File: config.mk
export PLATFORM = sky130hd
export DESIGN_NAME = rke_code_word_assembler
export DESIGN_NICKNAME = d
export VERILOG_FILES = /design/src/rke_fifo.sv /design/src/rke_pkg.sv /design/src/rke_code_word_assembler.sv
export SDC_FILE = /design/constraint.sdc
export NUM_CORES = 1
export LEC_CHECK = 0
export BUFFER_PORTS_ARGS = -buffer_cell sky130_fd_sc_hd__buf_2
export CAP_MARGIN = 15
export CORE_MARGIN = 3
export CORE_UTILIZATION = 65
export CTS_CLUSTER_DIAMETER = 100
export DETAILED_ROUTE_END_ITERATION = 10
export GPL_TIMING_DRIVEN = 0
export PLACE_DENSITY = 0.79
export SETUP_SLACK_MARGIN = 0.05
export SYNTH_ARGS = -nofsm -noshare
export SYNTH_HDL_FRONTEND = slang
export SYNTH_HIERARCHICAL = 1
export SYNTH_SLANG_ARGS = --single-unit
File: constraint.sdc
create_clock -name clk_in -period 6.62 [get_ports clk_in]
set_input_delay 0.331 -clock clk_in [delete_from_list [all_inputs] [get_ports clk_in]]
set_output_delay 0.331 -clock clk_in [all_outputs]
set_load 0.005 [all_outputs]
File: src/rke_fifo.sv
// the element fifo module sits beside the assembler in its design file

File: src/rke_pkg.sv
// shared constants and types for the code word assembler
package rke_pkg;
   // parameter store layout
   localparam int        STORE_WORDS  = 12;
   localparam int        WORD_W       = 16;
   localparam logic [3:0] ADDR_KEY0   = 4'h0;
   localparam logic [3:0] ADDR_KEY3   = 4'h3;
   localparam logic [3:0] ADDR_CNT    = 4'h4;
   localparam logic [3:0] ADDR_SPARE  = 4'h5;
   localparam logic [3:0] ADDR_SER_LO = 4'h6;
   localparam logic [3:0] ADDR_SER_HI = 4'h7;
   localparam logic [3:0] ADDR_LRN_LO = 4'h8;
   localparam logic [3:0] ADDR_LRN_HI = 4'h9;
   localparam logic [3:0] ADDR_CHECK  = 4'hA;
   localparam logic [3:0] ADDR_OPT    = 4'hB;
   localparam logic [15:0] WORD_RESET = 16'h0000;
   // option word fields
   localparam int OPT_TRIM_LSB = 0;
   localparam int OPT_TRIM_MSB = 3;
   localparam int OPT_BAT_SEL  = 4;
   localparam int OPT_RATE     = 5;
   localparam int OPT_MIN4     = 6;
   localparam int OPT_START    = 7;
   localparam int OPT_FB3      = 8;
   localparam int OPT_EXTENDED_SERIAL_OPTION     = 9;
   localparam int CHECK_MSB    = 11;
   // code word layout
   localparam int ENC_BITS   = 32;
   localparam int FIXED_BITS = 34;
   localparam int DATA_BITS  = 66;
   localparam int SER_SHORT  = 28;
   localparam logic [6:0] LAST_BIT   = 7'd65;
   localparam logic [2:0] MIN_WORDS  = 3'd4;
   // element counts of the framing segments
   localparam logic [7:0] START_TE = 8'd2;
   localparam logic [7:0] PRE_TE   = 8'd23;
   localparam logic [7:0] HDR_TE   = 8'd10;
   localparam logic [7:0] GUARD_TE = 8'd39;
   localparam logic [1:0] LAST_PH  = 2'd2;
   // timing
   localparam int CLK_NS     = 4;
   localparam int TE_SLOW_NS = 400000;
   localparam int TE_FAST_NS = 200000;
   // low-battery trip level codes
   localparam logic [1:0] TRIP_4V4  = 2'b00;
   localparam logic [1:0] TRIP_9V   = 2'b01;
   localparam logic [1:0] TRIP_6V75 = 2'b10;

   typedef enum logic [2:0] {
      ST_IDLE    = 3'b000,
      ST_ENCRYPT = 3'b001,
      ST_LOAD    = 3'b010,
      ST_SEND    = 3'b011,
      ST_DONE    = 3'b100
   } state_t;

   typedef enum logic [2:0] {
      SEG_START = 3'b000,
      SEG_PRE   = 3'b001,
      SEG_HDR   = 3'b010,
      SEG_DATA  = 3'b011,
      SEG_GUARD = 3'b100
   } seg_t;
endpackage : rke_pkg

File: src/rke_code_word_assembler.sv
// code word assembler: parameter store, cipher, framer, element fifo and pulse driver
module rke_code_word_assembler
   import rke_pkg::*;
#(
   parameter int TE_SLOW_CYC = TE_SLOW_NS / CLK_NS,
   parameter int TE_FAST_CYC = TE_FAST_NS / CLK_NS,
   parameter int ENC_ROUNDS  = 528,
   parameter int FIFO_DEPTH  = 16
) (
   // clock and reset
   input  wire logic        clk_in,
   input  wire logic        rst_n_in,
   // button pins
   input  wire logic        button_input_0_in,
   input  wire logic        button_input_1_in,
   input  wire logic        button_input_2_in,
   // battery comparator pin
   input  wire logic        battery_below_in,
   // store programming port
   input  wire logic        store_wr_en_in,
   input  wire logic [3:0]  store_addr_in,
   input  wire logic [15:0] store_wdata_in,
   output logic [15:0]      store_rdata_out,
   // analog controls
   output logic [3:0]       osc_trim_out,
   output logic [1:0]       trip_level_out,
   // transmit side
   output logic             data_out,
   output logic             tx_active_out
);
   localparam int TE_W = $clog2(TE_SLOW_CYC + 1);
   localparam int RW   = $clog2(ENC_ROUNDS + 1);

   logic [15:0]      store_r [STORE_WORDS];
   logic [2:0]       btn_meta_r;
   logic [2:0]       btn_r;
   logic             bat_meta_r;
   logic             battery_low_flag_r;
   state_t           state_r;
   seg_t             seg_r;
   logic [2:0]       btn_cap_r;
   logic [31:0]      blk_r;
   logic [63:0]      key_r;
   logic [RW-1:0]    rnd_r;
   logic [65:0]      payload_r;
   logic [7:0]       cnt_r;
   logic [6:0]       bit_r;
   logic [1:0]       ph_r;
   logic             first_r;
   logic             parity_r;
   logic             blank_r;
   logic [2:0]       sent_r;
   logic [3:0]       osc_trim_r;
   logic [1:0]       trip_r;
   logic [15:0]      rdata_r;
   logic             data_r;
   logic             active_r;
   logic [TE_W-1:0]  te_cnt_r;

   // option fields; unused upper bits are never looked at
   wire [15:0] opt         = store_r[ADDR_OPT];
   wire rate_select        = opt[OPT_RATE];
   wire minimum_four_words = opt[OPT_MIN4];
   wire start_pulse_enable = opt[OPT_START];
   wire fb3_setting        = opt[OPT_FB3];
   wire extended_serial    = opt[OPT_EXTENDED_SERIAL_OPTION];
   wire [63:0] key_word    = {store_r[ADDR_KEY3], store_r[2], store_r[1],
                              store_r[ADDR_KEY0]};
   wire [31:0] serial      = {store_r[ADDR_SER_HI], store_r[ADDR_SER_LO]};
   wire [31:0] learn_value = {store_r[ADDR_LRN_HI], store_r[ADDR_LRN_LO]};
   wire [11:0] check_bits  = store_r[ADDR_CHECK][CHECK_MSB:0];
   wire [15:0] counter     = store_r[ADDR_CNT];
   wire [15:0] counter_inc = counter + 16'h0001;

   // function code; fourth bit mirrors button 2 unless forced
   wire function_bit_three = fb3_setting | btn_r[2];
   wire [3:0] func        = {function_bit_three, btn_r};
   wire [31:0] plain      = {func, check_bits, counter};
   wire [31:0] plain_inc  = {func, check_bits, counter_inc};
   wire learn_req         = &btn_cap_r;
   wire [1:0] status      = {~first_r, battery_low_flag_r};
   // fixed part uses the captured buttons: the pins may be released before the load
   wire [3:0] func_cap    = {fb3_setting | btn_cap_r[2], btn_cap_r};
   wire [33:0] fixed      = extended_serial ? {status, serial}
                          : {status, func_cap, serial[SER_SHORT-1:0]};
   wire [31:0] enc_part   = learn_req ? learn_value : blk_r;
   wire new_button        = |(btn_r & ~btn_cap_r);
   wire busy              = (state_r != ST_IDLE);

   // cipher step: nonlinear feedback shift under a rotating key
   wire nl_bit = (blk_r[1] & blk_r[9]) ^ (blk_r[20] | blk_r[26]) ^
                 (blk_r[31] & ~blk_r[14]);
   wire fb_bit = nl_bit ^ blk_r[0] ^ blk_r[16] ^ key_r[0];
   wire rnd_last = (rnd_r == RW'(ENC_ROUNDS - 1));

   // element level for the current framing position
   logic sym_level;
   always_comb begin
      case (seg_r)
         SEG_START: sym_level = (cnt_r == 8'd0);
         SEG_PRE:   sym_level = ~cnt_r[0];
         SEG_DATA:  sym_level = (ph_r == 2'd0) ? 1'b1 :
                                (ph_r == 2'd1) ? ~payload_r[0] : 1'b0;
         default:   sym_level = 1'b0;
      endcase
   end
   wire fifo_ready;
   wire push       = (state_r == ST_SEND);
   wire step       = push & fifo_ready;
   wire seg_end    = (seg_r == SEG_START) ? (cnt_r == START_TE - 8'd1) :
                     (seg_r == SEG_PRE)   ? (cnt_r == PRE_TE - 8'd1) :
                     (seg_r == SEG_HDR)   ? (cnt_r == HDR_TE - 8'd1) :
                     (seg_r == SEG_GUARD) ? (cnt_r == GUARD_TE - 8'd1) :
                     ((bit_r == LAST_BIT) && (ph_r == LAST_PH));
   wire word_end   = step & seg_end & (seg_r == SEG_GUARD);
   wire [2:0] sent_nxt = (blank_r || sent_r == MIN_WORDS) ? sent_r
                         : sent_r + 3'd1;
   wire more       = (|btn_r) | (minimum_four_words & (sent_nxt < MIN_WORDS));

   // drain side of the element fifo
   wire       fifo_valid;
   wire       fifo_level;
   wire       drain_ready = (te_cnt_r == '0);
   wire [TE_W-1:0] te_len = rate_select ? TE_W'(TE_FAST_CYC - 1)
                                        : TE_W'(TE_SLOW_CYC - 1);

   rke_fifo #(
      .WIDTH (1),
      .DEPTH (FIFO_DEPTH)
   ) u_fifo (
      .clk_in        (clk_in),
      .rst_n_in      (rst_n_in),
      .in_valid_in   (push),
      .in_ready_out  (fifo_ready),
      .in_data_in    (sym_level & ~blank_r),
      .out_valid_out (fifo_valid),
      .out_ready_in  (drain_ready),
      .out_data_out  (fifo_level)
   );

   // pin synchronisers; first stage feeds only the second
   always_ff @(posedge clk_in or negedge rst_n_in) begin
      if (!rst_n_in) begin
         btn_meta_r         <= 3'h0;
         btn_r              <= 3'h0;
         bat_meta_r         <= 1'b0;
         battery_low_flag_r <= 1'b0;
      end else begin
         btn_meta_r         <= {button_input_2_in, button_input_1_in, button_input_0_in};
         btn_r              <= btn_meta_r;
         bat_meta_r         <= battery_below_in;
         battery_low_flag_r <= bat_meta_r;
      end
   end

   // parameter store; programming only while idle, spare word stays zero
   always_ff @(posedge clk_in or negedge rst_n_in) begin
      if (!rst_n_in) begin
         for (int i = 0; i < STORE_WORDS; i++) begin
            store_r[i] <= WORD_RESET;
         end
      end else if (!busy && store_wr_en_in && store_addr_in != ADDR_SPARE
                   && store_addr_in <= ADDR_OPT) begin
         store_r[store_addr_in] <= store_wdata_in;
      end else if ((state_r == ST_DONE) ||
                   (busy && state_r != ST_DONE && new_button)) begin
         store_r[ADDR_CNT] <= counter_inc;
      end
   end

   // readback: key words are write-only and read as zero
   always_ff @(posedge clk_in or negedge rst_n_in) begin
      if (!rst_n_in) begin
         rdata_r <= WORD_RESET;
      end else if (store_addr_in <= ADDR_KEY3 || store_addr_in > ADDR_OPT) begin
         rdata_r <= WORD_RESET;
      end else begin
         rdata_r <= store_r[store_addr_in];
      end
   end

   // analog settings follow the option word
   always_ff @(posedge clk_in or negedge rst_n_in) begin
      if (!rst_n_in) begin
         osc_trim_r <= 4'h0;
         trip_r     <= TRIP_4V4;
      end else begin
         osc_trim_r <= opt[OPT_TRIM_MSB:OPT_TRIM_LSB];
         trip_r     <= !opt[OPT_BAT_SEL] ? TRIP_4V4 :
                       fb3_setting ? TRIP_6V75 : TRIP_9V;
      end
   end

   // main sequencer
   always_ff @(posedge clk_in or negedge rst_n_in) begin
      if (!rst_n_in) begin
         state_r   <= ST_IDLE;
         seg_r     <= SEG_PRE;
         btn_cap_r <= 3'h0;
         blk_r     <= 32'h0000_0000;
         key_r     <= 64'h0000_0000_0000_0000;
         rnd_r     <= '0;
         payload_r <= '0;
         cnt_r     <= 8'h00;
         bit_r     <= 7'h00;
         ph_r      <= 2'h0;
         first_r   <= 1'b1;
         parity_r  <= 1'b0;
         blank_r   <= 1'b0;
         sent_r    <= 3'h0;
      end else if (busy && state_r != ST_DONE && new_button) begin
         // a newly pressed button restarts with fresh button data
         state_r   <= ST_ENCRYPT;
         btn_cap_r <= btn_r;
         blk_r     <= plain_inc;
         key_r     <= key_word;
         rnd_r     <= '0;
         first_r   <= 1'b1;
         parity_r  <= 1'b0;
         sent_r    <= 3'h0;
      end else begin
         case (state_r)
            ST_IDLE: begin
               if (|btn_r) begin
                  state_r   <= ST_ENCRYPT;
                  btn_cap_r <= btn_r;
                  blk_r     <= plain;
                  key_r     <= key_word;
                  rnd_r     <= '0;
                  first_r   <= 1'b1;
                  parity_r  <= 1'b0;
                  sent_r    <= 3'h0;
               end
            end
            ST_ENCRYPT: begin
               blk_r <= {fb_bit, blk_r[31:1]};
               key_r <= {key_r[0], key_r[63:1]};
               rnd_r <= rnd_r + 1'b1;
               if (rnd_last) state_r <= ST_LOAD;
            end
            ST_LOAD: begin
               payload_r <= {fixed, enc_part};
               seg_r     <= (start_pulse_enable && first_r) ? SEG_START : SEG_PRE;
               cnt_r     <= 8'h00;
               bit_r     <= 7'h00;
               ph_r      <= 2'h0;
               blank_r   <= rate_select & parity_r;
               state_r   <= ST_SEND;
            end
            ST_SEND: begin
               if (step) begin
                  cnt_r <= seg_end ? 8'h00 : cnt_r + 8'd1;
                  if (seg_r == SEG_DATA) begin
                     ph_r <= (ph_r == LAST_PH) ? 2'h0 : ph_r + 2'd1;
                     if (ph_r == LAST_PH) begin
                        payload_r <= {1'b0, payload_r[65:1]};
                        bit_r     <= bit_r + 7'd1;
                     end
                  end
                  if (seg_end) begin
                     case (seg_r)
                        SEG_START: seg_r <= SEG_PRE;
                        SEG_PRE:   seg_r <= SEG_HDR;
                        SEG_HDR:   seg_r <= SEG_DATA;
                        SEG_DATA:  seg_r <= SEG_GUARD;
                        default:   seg_r <= SEG_PRE;
                     endcase
                  end
                  if (word_end) begin
                     sent_r   <= sent_nxt;
                     parity_r <= ~parity_r;
                     first_r  <= 1'b0;
                     state_r  <= more ? ST_LOAD : ST_DONE;
                  end
               end
            end
            ST_DONE: state_r <= ST_IDLE;
            default: state_r <= ST_IDLE;
         endcase
      end
   end

   // pulse driver: each element holds the pin for one element time
   always_ff @(posedge clk_in or negedge rst_n_in) begin
      if (!rst_n_in) begin
         te_cnt_r <= '0;
         data_r   <= 1'b0;
         active_r <= 1'b0;
      end else begin
         active_r <= busy | fifo_valid | !drain_ready;
         if (drain_ready) begin
            data_r   <= fifo_valid & fifo_level;
            te_cnt_r <= fifo_valid ? te_len : '0;
         end else begin
            te_cnt_r <= te_cnt_r - 1'b1;
         end
      end
   end

   assign store_rdata_out = rdata_r;
   assign osc_trim_out    = osc_trim_r;
   assign trip_level_out  = trip_r;
   assign data_out        = data_r;
   assign tx_active_out   = active_r;
endmodule : rke_code_word_assembler

// element fifo between the framer and the pulse driver
module rke_fifo #(
   parameter int WIDTH = 1,
   parameter int DEPTH = 16
) (
   // clock and reset
   input  wire logic             clk_in,
   input  wire logic             rst_n_in,
   // fill side
   input  wire logic             in_valid_in,
   output logic                  in_ready_out,
   input  wire logic [WIDTH-1:0] in_data_in,
   // drain side
   output logic                  out_valid_out,
   input  wire logic             out_ready_in,
   output logic [WIDTH-1:0]      out_data_out
);
   localparam int AW = $clog2(DEPTH);
   logic [WIDTH-1:0] mem_r [DEPTH];
   logic [AW-1:0]    wr_ptr_r;
   logic [AW-1:0]    rd_ptr_r;
   logic [AW:0]      count_r;
   wire              push = in_valid_in & in_ready_out;
   wire              pop  = out_valid_out & out_ready_in;

   // full compare at the count's own width, so a depth of 2**AW is not folded to zero
   assign in_ready_out  = (count_r != (AW+1)'(DEPTH));
   assign out_valid_out = (count_r != '0);
   assign out_data_out  = mem_r[rd_ptr_r];

   // storage carries no reset, only pointers and count do
   always_ff @(posedge clk_in) begin
      if (push) begin
         mem_r[wr_ptr_r] <= in_data_in;
      end
   end

   // pointers wrap naturally for power-of-two depths
   always_ff @(posedge clk_in or negedge rst_n_in) begin
      if (!rst_n_in) begin
         wr_ptr_r <= '0;
         rd_ptr_r <= '0;
         count_r  <= '0;
      end else begin
         if (push) wr_ptr_r <= wr_ptr_r + 1'b1;
         if (pop) rd_ptr_r <= rd_ptr_r + 1'b1;
         count_r <= count_r + (AW+1)'(push) - (AW+1)'(pop);
      end
   end
endmodule : rke_fifo

==> After elaboration in Yosys (flattened, before gate mapping) <==
Memories as Yosys holds them, arrays and structs flattened.
Index checks and enable logic that the tools add are counted.
{ "word_totals": {"regBits": 458, "ramBits": 16, "inputBits": 27, "output_inout_bits": 24, "wordCells": 234, "n_memories": 1} }
{ "classes": {"add_sub_neg": 11, "order_cmp": 6, "n_eq_ne": 28, "mux": 80, "bitwise_logic": 31, "reduce_logical": 38} }
{ "mem_list": {"columns": ["memory", "depth", "width", "rd", "rd_clocked_by_memory_dff", "wr", "line_no", "rtl"], "rows": [
  ["u_fifo.mem_r", 16, 1, 1, 0, 1, "rke_code_word_assembler.sv:325", "logic [WIDTH-1:0] mem_r [DEPTH];"]
]} }
{ "ops": {"columns": ["op", "n"], "rows": [
  ["two-way mux 66 bit", 3],
  ["bitwise mux 192 bit", 1],
  ["case mux 66 bit (2 select lines)", 1],
  ["two-way mux 32 bit", 4],
  ["two-way mux 64 bit", 2],
  ["case mux 64 bit (2 select lines)", 1],
  ["two-way mux 16 bit", 6],
  ["binary-select mux 16 bit (select 4 bit)", 1],
  ["demux 16 bit (select 4 bit)", 1],
  ["case mux 32 bit (2 select lines)", 1],
  ["two-way mux 17 bit", 3],
  ["two-way mux 3 bit", 16],
  ["two-way mux 7 bit", 3],
  ["two-way mux 10 bit", 2],
  ["case mux 10 bit (2 select lines)", 1],
  ["logical NOT 17 bit", 1],
  ["two-way mux 1 bit", 17],
  ["subtractor 17 x 1 -> 17 bit (second input constant)", 1],
  ["adder 16 x 1 -> 16 bit (second input constant)", 1],
  ["two-way mux 8 bit", 2],
  ["case mux 8 bit (2 select lines)", 1],
  ["AND reduction 4 bit", 4],
  ["!= test 3 bit (second input constant)", 5],
  ["case mux 7 bit (2 select lines)", 1],
  ["55 further kinds", 115]
]} }

==> Logic depth before layout (Yosys ltp) <==
{ "depth": {"depth_word": 12, "mapped_depth": 17, "mapped_depth_nobuf": 15} }

==> By module <==
Netlist, hierarchy kept.
{ "by_module_without_submodules": {"columns": ["mod", "instances", "cells_per_inst", "area_per_inst_um2", "seq_area_each_um2"], "rows": [
  ["rke_code_word_assembler", 1, 1911, 21191.6, 11138.2],
  ["rke_fifo", 1, 117, 1471.4, 805.8]
]} }

==> Worst setup path after synthesis <==
OpenSTA, ideal clock, no wires.
{ "synth_timing": {"path_type": "register -> register", "from": "register te_cnt_r[0]", "to": "register u_fifo.count_r[4]", "setup_time_ns": 0.123, "arrival_ns": 3.221, "t_required_ns": 6.497, "setup_slack_ns": 3.276, "path_stages_with_launch": 18, "path_buffers": 2, "synth_period_minus_slack_ns": 3.344, "cell_sequence": "dfrtp_1 inv_1 ha_1 nor3b_2 nand4b_1 or4b_1 buf_2 inv_2 and2_1 buf_6 ha_1 inv_1 ha_1 fa_1 a21oi_1 nor2_1 nor2_1 xnor2_1"} }
{ "synth_between": {"elab_chain_cells": 3} }
{ "synth_lines": {"columns": ["element", "line_no", "rtl"], "rows": [
  ["start, declared", "rke_code_word_assembler.sv:58", "logic [TE_W-1:0] te_cnt_r;"],
  ["start signal, assigned", "rke_code_word_assembler.sv:293", "te_cnt_r <= fifo_valid ? te_len : '0;"],
  ["start signal, assigned", "rke_code_word_assembler.sv:295", "te_cnt_r <= te_cnt_r - 1'b1;"],
  ["logical NOT 17 bit", "rke_code_word_assembler.sv:123", "wire drain_ready = (te_cnt_r == '0);"],
  ["net drain_ready", "rke_code_word_assembler.sv:123", null],
  ["AND 1 bit", "rke_code_word_assembler.sv:330", "wire pop = out_valid_out & out_ready_in;"],
  ["net u_fifo.pop", "rke_code_word_assembler.sv:330", null],
  ["subtractor 5 x 1 -> 5 bit", "rke_code_word_assembler.sv:353", "count_r <= count_r + (AW+1)'(push) - (AW+1)'(pop);"],
  ["end signal, assigned", "rke_code_word_assembler.sv:353", null],
  ["end, declared", "rke_code_word_assembler.sv:328", "logic [AW:0] count_r;"]
]} }
The timed path passes the listed nets, and every way through them passes these cells.
A chain may end at the register's enable or synchronous reset.

==> Worst setup path in the final report <==
Ends and elaborated chain as after synthesis.

==> results.json <==
{
  "detail_route.wl_per_cell_um": 23.1,
  "data_arrival_time_of_the_critical_path_ns": 4.29,
  "critPathRequiredTime_ns": 7.09,
  "cellLeakagePower_uw": 0.0115,
  "gp_congestion": 0.939,
  "period_minus_slack_ns": 3.81,
  "post_synth_edffs": 16,
  "final_layout_size_suffix_gt1_share_pct": 19.9,
  "hold-path-endpoint": "counter[3]$_DFFE_PN0P_",
  "antenna_found_initial": 0,
  "path_max_fanout": 10,
  "setup_repair_after_global_routing_missed_its_margin": "false",
  "globalRouteOverflowTotal": 0,
  "synthDistinctLibCells": 80,
  "die_width_um": 193,
  "max_cap_violations": 0,
  "power.share.combinational_pct": 35.2,
  "netSwitchingFraction_pct": 37.5,
  "first_global_vias": 16600,
  "initialDrtViolationCount": 1696,
  "cts.sink_count": 474,
  "synth.largest_area_cell": "dfrtp_1",
  "crit_path_start_kind": "flop",
  "fin_hold_ws_ns": 0.0208,
  "timing.critical_path.mode_cell": "ha_1",
  "cts.reportedPaths.clkPinSlew_ns": 0.06,
  "ys.flop_type": "dfrtp_1",
  "post-layout-total-power_uw": 11000,
  "detailedRoute.firstPassIterationCount": 6,
  "endpoint_kind": "flop",
  "max_slew.worst_pin.slew_ns": 0.934,
  "fin_worst_skew_ns": 0.0105,
  "slew_headroom_pct": 37.7,
  "io_buffer_count": 48,
  "floorplan.rows": 67,
  "io_pins": 51,
  "syn-cell-area_um2": 22700,
  "final_common_cell": "dfrtp_1",
  "pin_count_of_the_biggest_net_entering_global_routing": 129,
  "regToRegSetupSlack_ns": 2.81,
  "timing_max_transition_violations_final": 0,
  "outcome": "complete, no violations",
  "synth.yosys.seq_area_share_pct": 52.7,
  "most_frequent_cells_in_the_layout": "dfrtp_1 (456), mux2_2 (164), nand2_1 (152), a21oi_1 (138), inv_1 (126)",
  "numPlacedInstances": 2528,
  "share_clk_of_total_power_pct": 23.8,
  "synth_area_per_cell_um2": 11.2,
  "async_reset_ff_share_pct": 96.6,
  "r2r_end": "u_fifo/count_r[4]$_DFF_PN0_",
  "initial_utilization_pct": 66.8,
  "detailedPlacementHpwl_mm": 42.8,
  "synth.yosys.warnings": 6,
  "hp-class": "in -> reg",
  "yosysTopAreaCellShare_pct": 50.4,
  "nets": 2188,
  "post_route_setup_slack_ns": 2.81,
  "clock_latency_ns": 0.56,
  "min_path_cells": 2,
  "grt_first_pass_wirelength_mm": 94.4,
  "crit_chain": "inv_1 > ha_1 > nor3b_2 > nand4b_1 > or4b_1 > buf_2 > inv_2 > and2_1 > buf_6 > ha_1 > inv_1 > ha_1 > fa_1 > a21oi_1 > nor2_1 > nor2_1 > xnor2_1",
  "delay_contributed_by_the_slowest_stage_of_the_critical_path_ns": 0.58,
  "internal_power_uw": 6900,
  "cts_root_buf": "clkbuf_16",
  "syn_nets": 2082,
  "antenna_left": 0,
  "post_synthesis_sequential_element_count": 474,
  "fp.dieArea_um2": 37100,
  "final-hold-violation-count": 0,
  "die_y_um": 193,
  "max-vdd-ir-drop_mv": 0.269,
  "tritoncts": "built",
  "switching_power_uw": 4140,
  "report.final.setup_viol": 0,
  "total_wirelength_mm": 60.5,
  "relative_area_change_from_synthesis_to_final_layout_pct": 10.9,
  "place_ws_ns": 2.84,
  "post-route-util_pct": 74.0,
  "post_synth_inst_count": 2028,
  "final_cell_count_no_fill": 2620,
  "maxClockFrequency_mhz": 262,
  "cts_buffers": 47,
  "vias": 16800,
  "cts.repair.resized": 0,
  "power_frac_seq_pct": 41.0,
  "detail_route.vias_per_cell": 6.42,
  "slowest_stage": "or4b_1",
  "grtUsageTotal_pct": 33.3,
  "coreArea_um2": 34000,
  "final.period_utilization_pct": 57.6,
  "r2r-start": "te_cnt_r[0]$_DFF_PN0_",
  "remaining_drc_errors": 0,
  "cts.path.max_buffers": 3,
  "p_per_area_nw_per_um2": 440,
  "critical_path_class": "reg -> reg",
  "hp-start": "store_wdata_in[3]",
  "count_of_cells_along_the_worst_register_to_register_path": 17,
  "htree_num_levels": 2,
  "synth.top_cells.by_area": "dfrtp_1 (50%), mux2_2 (8.1%), mux4_2 (5.0%)"
}
-- metal layers --
metal / wire (um) / up-vias / global-route usage (%)
met5: 0 / - / 0
li1: - / 7424 / -
met4: 3470 / 0 / 16.3
met2: 27800 / 758 / 51.9
met1: 24500 / 8436 / 45.8
met3: 4700 / 191 / 5.74
-- sequential cells by signal, summed over array words and instances (netlist names), 12 cells and up --
signal           cells
payload_r           66
key_r               64
key_word            64
blk_r               32
learn_value         32
serial              32
store_r             20
te_cnt_r            17
counter             16
opt                 16
store_rdata_out     16
u_fifo/mem_r        16
check_bits          12
-- metrics by stage --
step                setup TNS [ns]  cell area [um2]
global route                     0            25100
floorplan                        0            22700
CTS                              0            25100
finish                           0            25100
detailed placement               0            23600
global placement          -1697.83            23500
-- synth_stat cells (9+ instances only) --
master / number
and3_1: 10
clkbuf_1: 92
nand2_1: 152
edfxtp_1: 16
o21ai_0: 116
nor2b_1: 11
and2_1: 29
a21oi_1: 138
nand3_1: 33
nor4_1: 9
o22ai_1: 104
nand2b_1: 12
buf_2: 59
xnor2_1: 26
mux2i_1: 87
dfrtp_1: 456
mux2_2: 164
nor3_1: 24
nor3b_1: 9
nor2_1: 96
xor2_1: 12
inv_1: 126
nand4_1: 12
o211ai_1: 9
o31ai_1: 19
mux4_2: 50
ha_1: 26
-- power groups by stage --
stage | clock, uW | sequential [uW] | combinational (uW)
2_1_floorplan | 0 | 4260 | 2820
3_3_place_gp | 0 | 4490 | 3640
3_5_place_dp | 0 | 4530 | 3810
4_1_cts | 2650 | 4490 | 3840
5_1_grt | 2770 | 4610 | 4270
6_report | 2630 | 4530 | 3890
-- layout make-up --
type / count / area (um2)
sequential: 474 / 11900
multi-input combinational: 1263 / 9510
fill: 2292 / 8820
clock buffer: 72 / 1390
buffer: 162 / 724
tap: 448 / 561
inverter: 129 / 484
timing repair buffer: 57 / 390
clock inverter: 14 / 119
antenna: 1 / 2.50
-- worst max-delay path: cells and delay by family, from the launching register on --
kind                       cells  cell delay [ns]
xor gates and xnor gates       1             0.13
buffers and inverters          5             0.60
adders and majority gates      4             0.92
AOI/OAI and AO/OA              1             0.16
and+or+nand+nor                6             1.50
DFF                            1             0.41
-- cell families after synthesis --
kind of cell,synth area share [%]
AOI/OAI and AO/OA,11.9
adders and majority gates,1.52
DFF,52.7
and+or+nand+nor,9.98
muxes,17.0
buffers and inverters,5.33
xor gates and xnor gates,1.57
-- repair_timing --
item,CTS,global route
endpoints found under the setup margin,0,0
buffers inserted,0,0
hold endpoints to repair,81,0
hold buffers,5,0
-- worst max path at each step --
stage,slack [ns],depth (start not counted),end,startpoint
after floorplan,3.28,17,u_fifo/count_r[4]$_DFF_PN0_,te_cnt_r[0]$_DFF_PN0_
after global routing,2.48,17,u_fifo/count_r[4]$_DFF_PN0_,te_cnt_r[0]$_DFF_PN0_
after global placement,-3.77,1,key_r[37]$_DFFE_PN0P_,rst_n_in
after detailed placement,2.84,17,u_fifo/count_r[4]$_DFF_PN0_,te_cnt_r[0]$_DFF_PN0_
final,2.81,17,u_fifo/count_r[4]$_DFF_PN0_,te_cnt_r[0]$_DFF_PN0_
after CTS,2.81,17,u_fifo/count_r[4]$_DFF_PN0_,te_cnt_r[0]$_DFF_PN0_
No activity file was read; power rests on OpenSTA's default activity.
